[config.mk]
export PLATFORM = sky130hd
export DESIGN_NAME = regulator_setpoint_throttle_regs
export DESIGN_NICKNAME = d
export VERILOG_FILES = /design/src/hdl/regulator_throttle_pkg.sv /design/src/hdl/regulator_setpoint_throttle_regs.sv
export VERILOG_INCLUDE_DIRS = /design/src /design/src/hdl
export SDC_FILE = /design/constraint.sdc
export NUM_CORES = 1
export LEC_CHECK = 0
export ABC_AREA = 1
export BUFFER_PORTS_ARGS = -buffer_cell sky130_fd_sc_hd__clkbuf_2
export CAP_MARGIN = 10
export CORE_ASPECT_RATIO = 0.5
export CORE_MARGIN = 3
export CORE_UTILIZATION = 45
export CTS_CLUSTER_DIAMETER = 30
export DETAILED_ROUTE_END_ITERATION = 6
export PLACE_DENSITY = 0.73
export SKIP_LAST_GASP = 1
export SLEW_MARGIN = 30
export SYNTH_ARGS = -nofsm -noshare
export SYNTH_HDL_FRONTEND = slang
export SYNTH_SLANG_ARGS = --single-unit
export TNS_END_PERCENT = 20
[constraint.sdc]
create_clock -name clk_in -period 7.5 [get_ports clk_in]
set_input_delay 1.125 -clock clk_in [delete_from_list [all_inputs] [get_ports clk_in]]
set_output_delay 1.125 -clock clk_in [all_outputs]
set_load 0.05 [all_outputs]
[src/hdl/regulator_throttle_cfg.svh]
// Purpose: offsets, field positions, reset values and timing figures
// Assumes: 16-bit word registers addressed by an 8-bit command code
// Notes:   times are in ns; cycle counts are derived in the design
`ifndef REGULATOR_THROTTLE_CFG_SVH
`define REGULATOR_THROTTLE_CFG_SVH

`define CLK_PERIOD_NS        100

// command codes
`define CMD_FWD_SETPOINT     8'h15
`define CMD_CFG_ZERO         8'h39
`define CMD_CFG_ONE          8'h3c
`define CMD_CFG_TWO          8'h3d
`define CMD_IN_THROTTLE      8'h47
`define CMD_OUT_THROTTLE     8'h48
`define CMD_CFG_THREE        8'h4c
`define CMD_CFG_FOUR         8'h4e

// storable bits, clamp ceilings and reset values
`define SETPOINT_MASK        16'h7ff8
`define SETPOINT_MAX         16'h4000
`define SETPOINT_RESET       16'h1060
`define IN_THR_MASK          16'h1f80
`define IN_THR_MAX           16'h1900
`define IN_THR_RESET         16'h0c00
`define OUT_THR_MASK         16'h3f00
`define OUT_THR_MAX          16'h3200
`define OUT_THR_RESET        16'h1000
`define CFG_ZERO_MASK        16'hffe7
`define CFG_ONE_MASK         16'hffbf
`define CFG_FULL_MASK        16'hffff
`define CFG_RESET            16'h0000

// field positions
`define CFG0_FWD_OFS_HI      15
`define CFG0_FWD_OFS_LO      13
`define CFG0_BOOST_OFS_HI    12
`define CFG0_BOOST_OFS_LO    10
`define CFG0_REV_OFS_HI      9
`define CFG0_REV_OFS_LO      7
`define CFG0_HS_SHORT_HI     6
`define CFG0_HS_SHORT_LO     5
`define CFG0_VIN_LOOP_OFF    2
`define CFG0_IN_DISCHARGE    1
`define CFG0_OUT_DISCHARGE   0
`define CFG2_DEB_HI          10
`define CFG2_DEB_LO          9
`define CFG2_DUR_HI          8
`define CFG2_DUR_LO          6

// alert debounce and minimum duration, ns
`define DEB0_NS              7000
`define DEB1_NS              100000
`define DEB2_NS              500000
`define DEB3_NS              1000000
`define DUR0_NS              10000000
`define DUR1_NS              20000000
`define DUR2_NS              15000000
`define DUR3_NS              5000000
`define DUR4_NS              1000000
`define DUR5_NS              500000
`define DUR6_NS              100000
`define DUR7_NS              0

`endif

[src/hdl/regulator_throttle_pkg.sv]
// Purpose: shared types of the setpoint and throttle register bank
// Assumes: nothing beyond the cfg header
// Notes:   constants live in regulator_throttle_cfg.svh
package regulator_throttle_pkg;

  typedef enum logic [1:0] {
    ALERT_IDLE,
    ALERT_DEBOUNCE,
    ALERT_HOLD
  } alert_state_t;

  typedef logic [15:0] reg_word_t;

endpackage : regulator_throttle_pkg

[src/hdl/regulator_setpoint_throttle_regs.sv]
// Purpose: setpoint, throttle threshold and config word register bank
// Assumes: word transfers arrive already decoded from the management bus
// Notes:   current codes are in the same bit alignment as the thresholds
//
// Contract
// [RULE1] setpoint word written at command 0x15
// [RULE2] setpoint keeps only bits 14:3
// [RULE3] setpoint clamped to 24.576 V
// [RULE4] zero setpoint write leaves value unchanged
// [RULE5] setpoint reads 6.288 V after power-up
// [RULE6] host programs setpoint before enabling output
// [RULE7] input threshold at 0x47, bits 12:7
// [RULE8] input threshold clamped to field 110010
// [RULE9] input threshold resets to 0x0c00, readable
// [RULE10] input overcurrent asserts alert, debounced, held; compared only while reverse_mode_in is low
// [RULE11] output threshold at 0x48, bits 13:8
// [RULE12] output threshold clamped to field 110010
// [RULE13] output threshold resets to 0x1000, readable
// [RULE14] output overcurrent asserts alert, debounced, held; compared only while reverse_mode_in is high
// [RULE15] config words 0-2 at 0x39, 0x3c, 0x3d
// [RULE16] config words 3-4 at 0x4c, 0x4e
// [RULE17] word zero 15:13 forward buck offset
// [RULE18] word zero 12:10 boost offset, half mV
// [RULE19] word zero 9:7 reverse buck offset
// [RULE20] word zero 6:5 FET short threshold
// [RULE21] word zero bit 2 disables input loop
// [RULE22] word zero bits 1:0 discharge enables
// [RULE23] debounce codes 7us, 100us, 500us, 1ms
// [RULE24] duration codes 10ms down to zero; codes 1 and 2 give 20ms and 15ms
// [RULE25] unused bits ignored, read as zero
`include "regulator_throttle_cfg.svh"

module regulator_setpoint_throttle_regs #(
  parameter int CNT_W     = 18,
  // clock period in ns; a slower claimed clock shortens every nonzero alert time
  parameter int CLK_NS    = `CLK_PERIOD_NS,
  parameter int DEB_CYC_0 = (`DEB0_NS + CLK_NS - 1) / CLK_NS,
  parameter int DEB_CYC_1 = (`DEB1_NS + CLK_NS - 1) / CLK_NS,
  parameter int DEB_CYC_2 = (`DEB2_NS + CLK_NS - 1) / CLK_NS,
  parameter int DEB_CYC_3 = (`DEB3_NS + CLK_NS - 1) / CLK_NS,
  parameter int DUR_CYC_0 = (`DUR0_NS + CLK_NS - 1) / CLK_NS,
  parameter int DUR_CYC_1 = (`DUR1_NS + CLK_NS - 1) / CLK_NS,
  parameter int DUR_CYC_2 = (`DUR2_NS + CLK_NS - 1) / CLK_NS,
  parameter int DUR_CYC_3 = (`DUR3_NS + CLK_NS - 1) / CLK_NS,
  parameter int DUR_CYC_4 = (`DUR4_NS + CLK_NS - 1) / CLK_NS,
  parameter int DUR_CYC_5 = (`DUR5_NS + CLK_NS - 1) / CLK_NS,
  parameter int DUR_CYC_6 = (`DUR6_NS + CLK_NS - 1) / CLK_NS,
  parameter int DUR_CYC_7 = (`DUR7_NS + CLK_NS - 1) / CLK_NS
) (
  input  wire logic        clk_in,
  input  wire logic        rst_in,
  input  wire logic [7:0]  cmd_code_in,
  input  wire logic [15:0] wr_data_in,
  input  wire logic        wr_stb_in,
  input  wire logic        rd_stb_in,
  output logic      [15:0] rd_data_out,
  output logic             rd_valid_out,
  input  wire logic        reverse_mode_in,
  input  wire logic [15:0] input_current_in,
  input  wire logic [15:0] output_current_in,
  output logic             throttle_alert_n_out,
  output logic      [15:0] setpoint_out,
  output logic signed [4:0] fwd_buck_offset_out,
  output logic signed [4:0] boost_offset_out,
  output logic signed [4:0] rev_buck_offset_out,
  output logic      [1:0]  hs_short_sel_out,
  output logic             vin_loop_disable_out,
  output logic             in_discharge_en_out,
  output logic             out_discharge_en_out,
  output logic      [15:0] cfg_one_out,
  output logic      [15:0] cfg_two_out,
  output logic      [15:0] cfg_three_out,
  output logic      [15:0] cfg_four_out
);

  typedef regulator_throttle_pkg::reg_word_t word_t;

  localparam int CNT_LIM = 1 << CNT_W;

  // refuse settings that the alert counter cannot serve
  if (CLK_NS < 1 || CNT_W < 2 || CNT_W > 30 ||
      DEB_CYC_0 < 1 || DEB_CYC_1 < 1 || DEB_CYC_2 < 1 || DEB_CYC_3 < 1 ||
      DEB_CYC_0 >= CNT_LIM || DEB_CYC_1 >= CNT_LIM ||
      DEB_CYC_2 >= CNT_LIM || DEB_CYC_3 >= CNT_LIM ||
      DUR_CYC_0 >= CNT_LIM || DUR_CYC_1 >= CNT_LIM ||
      DUR_CYC_2 >= CNT_LIM || DUR_CYC_3 >= CNT_LIM ||
      DUR_CYC_4 >= CNT_LIM || DUR_CYC_5 >= CNT_LIM ||
      DUR_CYC_6 >= CNT_LIM || DUR_CYC_7 >= CNT_LIM) begin : g_bad_cfg
    $error("timing counts do not fit the alert counter");
  end

  // mask off unused bits, then cap at the field's ceiling
  function automatic word_t mask_clamp(input word_t val, input word_t mask,
                                       input word_t max);
    word_t m;
    m = val & mask;
    mask_clamp = (m > max) ? max : m;
  endfunction : mask_clamp

  // buck offset codes: 0..3 mV, then -4..-1 mV; result in half-mV units
  function automatic logic signed [4:0] buck_offset(input logic [2:0] c);
    buck_offset = c[2] ? 5'(signed'({2'b11, c}) * 2)
                       : 5'(signed'({2'b00, c}) * 2);
  endfunction : buck_offset

  word_t setpoint_q, setpoint_d;
  word_t in_thr_q, in_thr_d;
  word_t out_thr_q, out_thr_d;
  word_t cfg0_q, cfg1_q, cfg2_q, cfg3_q, cfg4_q;
  word_t rd_data_q, rd_mux;
  logic  rd_valid_q;

  wire hit_setpoint = cmd_code_in == `CMD_FWD_SETPOINT;   // [RULE1]
  wire hit_in_thr   = cmd_code_in == `CMD_IN_THROTTLE;    // [RULE7]
  wire hit_out_thr  = cmd_code_in == `CMD_OUT_THROTTLE;   // [RULE11]
  wire hit_cfg0     = cmd_code_in == `CMD_CFG_ZERO;       // [RULE15]
  wire hit_cfg1     = cmd_code_in == `CMD_CFG_ONE;        // [RULE15]
  wire hit_cfg2     = cmd_code_in == `CMD_CFG_TWO;        // [RULE15]
  wire hit_cfg3     = cmd_code_in == `CMD_CFG_THREE;      // [RULE16]
  wire hit_cfg4     = cmd_code_in == `CMD_CFG_FOUR;       // [RULE16]

  wire word_t sp_masked = wr_data_in & word_t'(`SETPOINT_MASK); // [RULE2]
  wire word_t sp_new    = mask_clamp(wr_data_in, `SETPOINT_MASK,
                                     `SETPOINT_MAX);      // [RULE3]
  // a zero command is taken on the bus but never reaches the register
  wire sp_write = wr_stb_in && hit_setpoint && sp_masked != 16'h0000; // [RULE4]

  assign setpoint_d = sp_write ? sp_new : setpoint_q;
  assign in_thr_d   = (wr_stb_in && hit_in_thr)
                    ? mask_clamp(wr_data_in, `IN_THR_MASK, `IN_THR_MAX)
                    : in_thr_q;                           // [RULE8]
  assign out_thr_d  = (wr_stb_in && hit_out_thr)
                    ? mask_clamp(wr_data_in, `OUT_THR_MASK, `OUT_THR_MAX)
                    : out_thr_q;                          // [RULE12]

  always_ff @(posedge clk_in or posedge rst_in) begin
    if (rst_in) begin
      setpoint_q <= `SETPOINT_RESET;                      // [RULE5]
      in_thr_q   <= `IN_THR_RESET;                        // [RULE9]
      out_thr_q  <= `OUT_THR_RESET;                       // [RULE13]
    end else begin
      setpoint_q <= setpoint_d;
      in_thr_q   <= in_thr_d;
      out_thr_q  <= out_thr_d;
    end
  end

  always_ff @(posedge clk_in or posedge rst_in) begin
    if (rst_in) begin
      cfg0_q <= `CFG_RESET;                               // [RULE21] [RULE22]
      cfg1_q <= `CFG_RESET;
      cfg2_q <= `CFG_RESET;
      cfg3_q <= `CFG_RESET;
      cfg4_q <= `CFG_RESET;
    end else if (wr_stb_in) begin
      if (hit_cfg0) cfg0_q <= wr_data_in & `CFG_ZERO_MASK; // [RULE25]
      if (hit_cfg1) cfg1_q <= wr_data_in & `CFG_ONE_MASK;  // [RULE25]
      if (hit_cfg2) cfg2_q <= wr_data_in & `CFG_FULL_MASK;
      if (hit_cfg3) cfg3_q <= wr_data_in & `CFG_FULL_MASK;
      if (hit_cfg4) cfg4_q <= wr_data_in & `CFG_FULL_MASK;
    end
  end

  // unmapped codes read as zero so the host sees nothing stale
  assign rd_mux = hit_setpoint ? setpoint_q :
                  hit_in_thr   ? in_thr_q   :
                  hit_out_thr  ? out_thr_q  :
                  hit_cfg0     ? cfg0_q     :
                  hit_cfg1     ? cfg1_q     :
                  hit_cfg2     ? cfg2_q     :
                  hit_cfg3     ? cfg3_q     :
                  hit_cfg4     ? cfg4_q     : 16'h0000;   // [RULE9] [RULE13]

  always_ff @(posedge clk_in or posedge rst_in) begin
    if (rst_in) begin
      rd_data_q  <= 16'h0000;
      rd_valid_q <= 1'b0;
    end else begin
      rd_valid_q <= rd_stb_in;
      if (rd_stb_in) rd_data_q <= rd_mux;
    end
  end

  assign rd_data_out  = rd_data_q;
  assign rd_valid_out = rd_valid_q;

  // config word zero decode
  assign fwd_buck_offset_out = buck_offset(
           cfg0_q[`CFG0_FWD_OFS_HI:`CFG0_FWD_OFS_LO]);   // [RULE17]
  assign rev_buck_offset_out = buck_offset(
           cfg0_q[`CFG0_REV_OFS_HI:`CFG0_REV_OFS_LO]);   // [RULE19]
  assign boost_offset_out = signed'({
           cfg0_q[`CFG0_BOOST_OFS_HI], cfg0_q[`CFG0_BOOST_OFS_HI],
           cfg0_q[`CFG0_BOOST_OFS_HI:`CFG0_BOOST_OFS_LO]}); // [RULE18]
  assign hs_short_sel_out =
           cfg0_q[`CFG0_HS_SHORT_HI:`CFG0_HS_SHORT_LO];  // [RULE20]
  assign vin_loop_disable_out = cfg0_q[`CFG0_VIN_LOOP_OFF]; // [RULE21]
  assign in_discharge_en_out  = cfg0_q[`CFG0_IN_DISCHARGE]; // [RULE22]
  assign out_discharge_en_out = cfg0_q[`CFG0_OUT_DISCHARGE]; // [RULE22]
  assign setpoint_out  = setpoint_q;
  assign cfg_one_out   = cfg1_q;
  assign cfg_two_out   = cfg2_q;
  assign cfg_three_out = cfg3_q;
  assign cfg_four_out  = cfg4_q;

  // throttle alert: the threshold of the active direction is compared
  wire in_over  = input_current_in  > in_thr_q;          // [RULE10]
  wire out_over = output_current_in > out_thr_q;         // [RULE14]
  wire over     = reverse_mode_in ? out_over : in_over;

  wire [1:0] deb_sel = cfg2_q[`CFG2_DEB_HI:`CFG2_DEB_LO];
  wire [2:0] dur_sel = cfg2_q[`CFG2_DUR_HI:`CFG2_DUR_LO];
  logic [CNT_W-1:0] deb_lim, dur_lim;

  always_comb begin
    unique case (deb_sel)                                 // [RULE23]
      2'h0: deb_lim = CNT_W'(DEB_CYC_0);
      2'h1: deb_lim = CNT_W'(DEB_CYC_1);
      2'h2: deb_lim = CNT_W'(DEB_CYC_2);
      2'h3: deb_lim = CNT_W'(DEB_CYC_3);
    endcase
    unique case (dur_sel)                                 // [RULE24]
      3'h0: dur_lim = CNT_W'(DUR_CYC_0);
      3'h1: dur_lim = CNT_W'(DUR_CYC_1);
      3'h2: dur_lim = CNT_W'(DUR_CYC_2);
      3'h3: dur_lim = CNT_W'(DUR_CYC_3);
      3'h4: dur_lim = CNT_W'(DUR_CYC_4);
      3'h5: dur_lim = CNT_W'(DUR_CYC_5);
      3'h6: dur_lim = CNT_W'(DUR_CYC_6);
      3'h7: dur_lim = CNT_W'(DUR_CYC_7);
    endcase
  end

  regulator_throttle_pkg::alert_state_t st_q, st_d;
  logic [CNT_W-1:0] cnt_q, cnt_d;

  always_comb begin
    st_d  = st_q;
    cnt_d = cnt_q;
    unique case (st_q)
      regulator_throttle_pkg::ALERT_IDLE: begin
        if (over) begin
          st_d  = regulator_throttle_pkg::ALERT_DEBOUNCE;
          cnt_d = CNT_W'(1);
        end
      end
      regulator_throttle_pkg::ALERT_DEBOUNCE: begin
        // a dip below threshold restarts the debounce from idle
        if (!over) begin
          st_d = regulator_throttle_pkg::ALERT_IDLE;
        end else if (cnt_q >= deb_lim) begin              // [RULE10] [RULE14]
          st_d  = regulator_throttle_pkg::ALERT_HOLD;
          cnt_d = '0;
        end else begin
          cnt_d = cnt_q + CNT_W'(1);
        end
      end
      regulator_throttle_pkg::ALERT_HOLD: begin
        // latched until the minimum time passed and the load is back
        if (cnt_q >= dur_lim && !over) begin              // [RULE10] [RULE14]
          st_d = regulator_throttle_pkg::ALERT_IDLE;
        end else if (cnt_q < dur_lim) begin
          cnt_d = cnt_q + CNT_W'(1);
        end
      end
      default: st_d = regulator_throttle_pkg::ALERT_IDLE;
    endcase
  end

  always_ff @(posedge clk_in or posedge rst_in) begin
    if (rst_in) begin
      st_q  <= regulator_throttle_pkg::ALERT_IDLE;
      cnt_q <= '0;
    end else begin
      st_q  <= st_d;
      cnt_q <= cnt_d;
    end
  end

  assign throttle_alert_n_out = st_q != regulator_throttle_pkg::ALERT_HOLD;
endmodule : regulator_setpoint_throttle_regs

Word level (Yosys, flattened, before mapping):

Memories as Yosys holds them, arrays and structs flattened.
Cells that the tools add are included.

* ROM bits: 120
* flip-flop bits (word level): 162
* memories: 1
* word-level logic and storage cells: 85
* input port bits: 61

Memories
* (name not given): depth 8, bits a word 15, read ports 1, clocked after Yosys merged registers in 0, wr ports 0, line regulator_setpoint_throttle_regs.sv:222 `unique case (dur_sel)`

* multiplexer cells: 26
* add/sub/neg operators: 1
* eq/ne operators: 20
* reductions and logical operators: 17
* order comparisons: 8

Operators by type and width (number)
* 16-bit 2-to-1 mux: 8
* 18-bit 2-to-1 mux: 5
* 18-bit one-hot mux with 4 select lines: 1
* 18-bit one-hot mux with 3 select lines: 1
* 18-bit greater-or-equal comparator: 2
* 8-bit by 7-bit equality test with 1-bit output (second input constant): 4
* 16-bit > comparator: 2
* 8-bit by 6-bit equality test with 1-bit output (second input constant): 3
* 18-bit by 1-bit adder with 18-bit output (second input constant): 1
* 18-bit less-than comparator: 1
* 16-bit nonzero test: 1
* 15-bit > comparator (second input constant): 1
* 15-bit 2-to-1 mux: 1
* 14-bit > comparator (second input constant): 1
* 14-bit 2-to-1 mux: 1
* 13-bit > comparator (second input constant): 1
* 13-bit 2-to-1 mux: 1
* 2-bit != test (second input constant): 6
* 5-bit 2-to-1 mux: 2
* 2-bit AND reduction: 5
* 8-bit by 5-bit equality test with 1-bit output (second input constant): 1
* 2-bit 2-to-1 mux: 4
* 2-bit equality test (second input constant): 3
* 2-bit one-hot mux with 3 select lines: 1
* other kinds (9): 15

Depth between registers and ports, before layout:

* word-level depth: 9
* gate-level depth with buffers: 18

Worst setup path after synthesis:

No wires, ideal clock.

* path type: register -> register
* start: register cfg2_q (netlist bit cfg_two_out[6])
* end: register cnt_q[5]
* data required time: 7384 ps
* stages on the path, launching flop included: 14
* setup slack: 4607 ps
* setup time: 116 ps
* arrival: 2776 ps
* path through: dfrtp_1 -> inv_1 -> ha_1 -> or2_2 -> ha_1 -> a21oi_1 -> o21ai_0 -> a21oi_1 -> nand3_1 -> nand3_2 -> nand4_4 -> buf_2 -> nand2_1 -> nand2_1

* longest elaborated chain between the ends: 5
* elaborated cells between the ends (all ways): 7
* classes of those cells: 2 x order compare; 2 x eq/ne; 2 x reduce/logical; 1 x memory

Ends and longest elaborated chain
* from (decl): line regulator_setpoint_throttle_regs.sv:109 `word_t cfg0_q, cfg1_q, cfg2_q, cfg3_q, cfg4_q;`
* from (signal assigned): line regulator_setpoint_throttle_regs.sv:152 `` cfg2_q <= `CFG_RESET; ``
* from (signal assigned): line regulator_setpoint_throttle_regs.sv:158 `` if (hit_cfg2) cfg2_q <= wr_data_in & `CFG_FULL_MASK; ``
* memory read 8 x 15 bit *
* 18-bit greater-or-equal comparator: line regulator_setpoint_throttle_regs.sv:260 `if (cnt_q >= dur_lim && !over) begin`
* 1-bit logical AND: line regulator_setpoint_throttle_regs.sv:260
* 2-bit != test (no line)
* 5-bit AND reduction (no line) *
* to (signal assigned): line regulator_setpoint_throttle_regs.sv:276 `cnt_q <= cnt_d;`
* to (decl): line regulator_setpoint_throttle_regs.sv:235 `logic [CNT_W-1:0] cnt_q, cnt_d;`

Mark *: on every way between the ends. The rest lies on a longest branch, timed or not.
A chain may end at the register's enable or synchronous reset.

Worst setup path after layout:

* start: register st_q[0]
* end: output port throttle_alert_n_out

* longest elaborated chain between the ends: 1

Ends and longest elaborated chain
* from (decl): line regulator_setpoint_throttle_regs.sv:234 `regulator_throttle_pkg::alert_state_t st_q, st_d;`
* from (signal assigned): line regulator_setpoint_throttle_regs.sv:272 `st_q <= regulator_throttle_pkg::ALERT_IDLE;`
* from (signal assigned): line regulator_setpoint_throttle_regs.sv:275 `st_q <= st_d;`
* 2-bit != test: line regulator_setpoint_throttle_regs.sv:280 `assign throttle_alert_n_out = st_q != regulator_throttle_pkg::ALERT_HOLD;`
* to (decl): line regulator_setpoint_throttle_regs.sv:61 `output logic throttle_alert_n_out,`

Every way passes these cells.

==> flow_summary_export.csv <==
group,metric,value,unit
floorplanning,initial_core_util,0.469,
timing,rsz0062_at_grt,"no",
clock_tree,post_cts_buffers,0,
floorplanning,die_area,20300,sq um
synth,synth_edf_count,0,
clock_tree,clk_latency,0.43,ns
power_and_ir_drop,vdd_drop_max,165,uV
route,vias,7971,
timing,fin_crit,3.36,ns
floorplanning,core,17700,sq um
place,place.gp.congestion,0.937,
global_routing,overflow,0,
outcome,outcome,"finished clean",
timing,clock-skew-final,0.0140,ns
timing,finalSetupViolCount,0,
power_and_ir_drop,cellLeakagePower,5.35,nW
global_routing,grt_busiest_layer,"met2",
global_routing,track_usage,0.254,
route,drtPass1Iterations,5,
synth,synthCells,1096,
setup_path,worstSetupPathType,"reg -> out",
cells_and_area,drive_gt1_frac,0.201,
synth,yosysUniqueCellTypes,47,
route,post_drt_wl_per_cell,17.0,um
global_routing,grt_max_degree,75,
place,place_inst,1461,
cells_and_area,nNetsFinal,1360,
global_routing,grt_pass1_vias,7572,
clock_tree,clock_path_buffers,2,
clock_tree,htree_levels,4,
setup_path,worstPathArrival,2.24,ns
global_routing,met1_usage,0.346,
route,vias_per_cell,5.34,
timing,slew_headroom,0.407,
timing,slew_viol_final,0,
synth,async_flop_share,1.00,
floorplanning,num_io_pins,179,
global_routing,grt_pass1_wl,40200,um
route,drc,0,
clock_tree,clk_pin_slew,0.07,ns
global_routing,use_met2,0.409,
floorplanning,die_w,198,um
synth,yosys_warnings,0,
setup_path,setup.worst_path.end_class,"output port",
setup_path,cp-start-kind,"register",
setup_path,r2r_cells,12,
clock_tree,cts_buffers,17,
timing,setup_tns,0,ns
timing,max_freq,297,MHz
place,io_buffers,171,
clock_tree,holdBufCountCts,0,
cells_and_area,layoutNonFillerInstCount,1493,
setup_path,worst-path-max-fanout,19,
place,hpwl,18400,um
synth,synth_seq_cells,138,
floorplanning,fp.dieH,102,um
global_routing,use_met3,0.0560,
flow_run,max_cap_viol_count,0,
cells_and_area,antennaDiodeCount,0,
route,drtAntennaViolNets,0,
synth,syn_area_per_cell,7.59,sq um
synth,yosysSeqAreaShare,0.416,
worst_hold_path,hold_path_class,"reg -> reg",
worst_hold_path,hold_depth,2,
route,drtIter0Drc,698,
route,wirelength,25400,um
clock_tree,cts_sinks,138,
cells_and_area,final_cell_area,9830,sq um
global_routing,grt_antenna_before_repair,0,
timing,worst_slew_pin_slew,0.888,ns
clock_tree,cts_root_buf,"clkbuf_16",
setup_path,cp_data_required_time,6.38,ns
synth,synth.cell_area,8320,sq um
clock_tree,cts_tree,"done",
clock_tree,post_cts_resize_count,0,
floorplanning,rows,34,
cells_and_area,area.growth.synth_to_final,18.2,%
cells_and_area,nFillCells,1630,
place,place_area,9230,sq um
power_and_ir_drop,p_per_area,221,nW/um^2
timing,hold_viol,0,
cells_and_area,final_core_util,0.554,
timing,period_share,0.448,
synth,yosys_most_used_dff,"dfrtp_1",
[critical path: stages (launching register included)]
cell,delay (ns)
dfrtp_1,0.41
inv_1,0.10
ha_1,0.66
inv_1,0.32
clkbuf_2,0.32
[sequential cells by signal, summed over array words and instances, names as in the netlist, 12 cells and up]
signal / flops
cfg0_q: 14
cfg_four_out: 16
cfg_one_out: 15
cfg_three_out: 16
cfg_two_out: 16
cnt_q: 18
rd_data_out: 16
setpoint_out: 12
[layer usage]
layer  vias to the layer above  wire length (um)
met2                       302             11700
met4                         0               624
met3                        43              1690
li1                       3864                 -
met1                      3762             11300
met5                         -                 0
[power breakdown]
| part | switching, mW | leakage [nW] | internal (mW) |
|---|---|---|---|
| sequential | 0.0451 | 1.84 | 0.787 |
| clock | 0.372 | 0.296 | 0.509 |
| combinational | 0.350 | 3.21 | 0.112 |
[cells in the mapped netlist (5+ instances only)]
| cell type | n | area (sq um) |
|---|---|---|
| a21oi_1 | 38 | 190 |
| a31oi_1 | 5 | 31.3 |
| buf_2 | 9 | 45.0 |
| buf_4 | 15 | 113 |
| clkbuf_1 | 19 | 71.3 |
| dfrtp_1 | 132 | 3300 |
| dfstp_2 | 6 | 158 |
| ha_1 | 53 | 663 |
| inv_1 | 105 | 394 |
| inv_2 | 9 | 33.8 |
| nand2_1 | 365 | 1370 |
| nand2_2 | 9 | 56.3 |
| nand3_1 | 60 | 300 |
| nand4_1 | 14 | 87.6 |
| nor2_1 | 50 | 188 |
| nor3_1 | 14 | 70.1 |
| o21ai_0 | 92 | 460 |
| o21ai_1 | 33 | 165 |
| xor2_1 | 10 | 87.6 |
[cell families after synthesis]
family                     after synthesis  share of synthesized area
AOI/OAI and AO/OA                      189                      0.122
other                                    1                   0.000451
xor gates and xnor gates                10                     0.0105
buffers and inverters                  161                     0.0844
DFF                                    138                      0.416
adders and majority gates               53                     0.0797
and+or+nand+nor                        544                      0.287
[worst paths after layout]
kind | slack, ns | to | start
setup / recovery | 4.14 | throttle_alert_n_out | st_q[0]
hold / removal | 0.48 | rd_data_out[1] | rd_data_out[1]
setup reg to reg | 4.47 | cnt_q[10] | cfg_two_out[7]
hold reg to reg | 0.48 | rd_data_out[1] | rd_data_out[1]
max in group asynchronous | 5.40 | cfg_four_out[9] | rst_in
min in group asynchronous | 0.81 | cnt_q[7] | rst_in
[layout by cell type, fill, tap and decap left out, types with 5 or more instances in the layout]
cell,synthesis,routed
nand3_1,60,60
inv_1,105,104
dfrtp_1,132,132
ha_1,53,53
inv_2,9,9
clkinv_4,0,5
clkbuf_16,0,17
dfstp_2,6,6
a21oi_1,38,38
clkbuf_2,0,171
nand2_1,365,363
o21ai_1,33,33
nor2_1,50,50
xor2_1,10,10
o21ai_0,92,92
nor3_1,14,14
a31oi_1,5,5
nand4_1,14,14
nand2_2,9,11
conb_1,1,7
[through the flow]
step | hold WS [ns] | setup slack, ns | power (mW)
6_report | 0.484 | 4.14 | 2.17
4_1_cts | 0.484 | 4.13 | 2.18
5_1_grt | 0.523 | 4.04 | 2.26
2_1_floorplan | 0.482 | 2.69 | 1.18
3_3_place_gp | 0.466 | 4.27 | 1.29
3_5_place_dp | 0.467 | 4.17 | 1.30
[cell type report]
type | count | area (sq um) | area share
timing repair buffer | 172 | 863 | 0.0878
inverter | 114 | 433 | 0.0440
tap | 234 | 293 | 0.0298
clock buffer | 19 | 443 | 0.0450
sequential | 138 | 3460 | 0.352
multi-input combinational | 803 | 4180 | 0.425
clock inverter | 13 | 158 | 0.0160
Power figures use the tool's default switching activity.
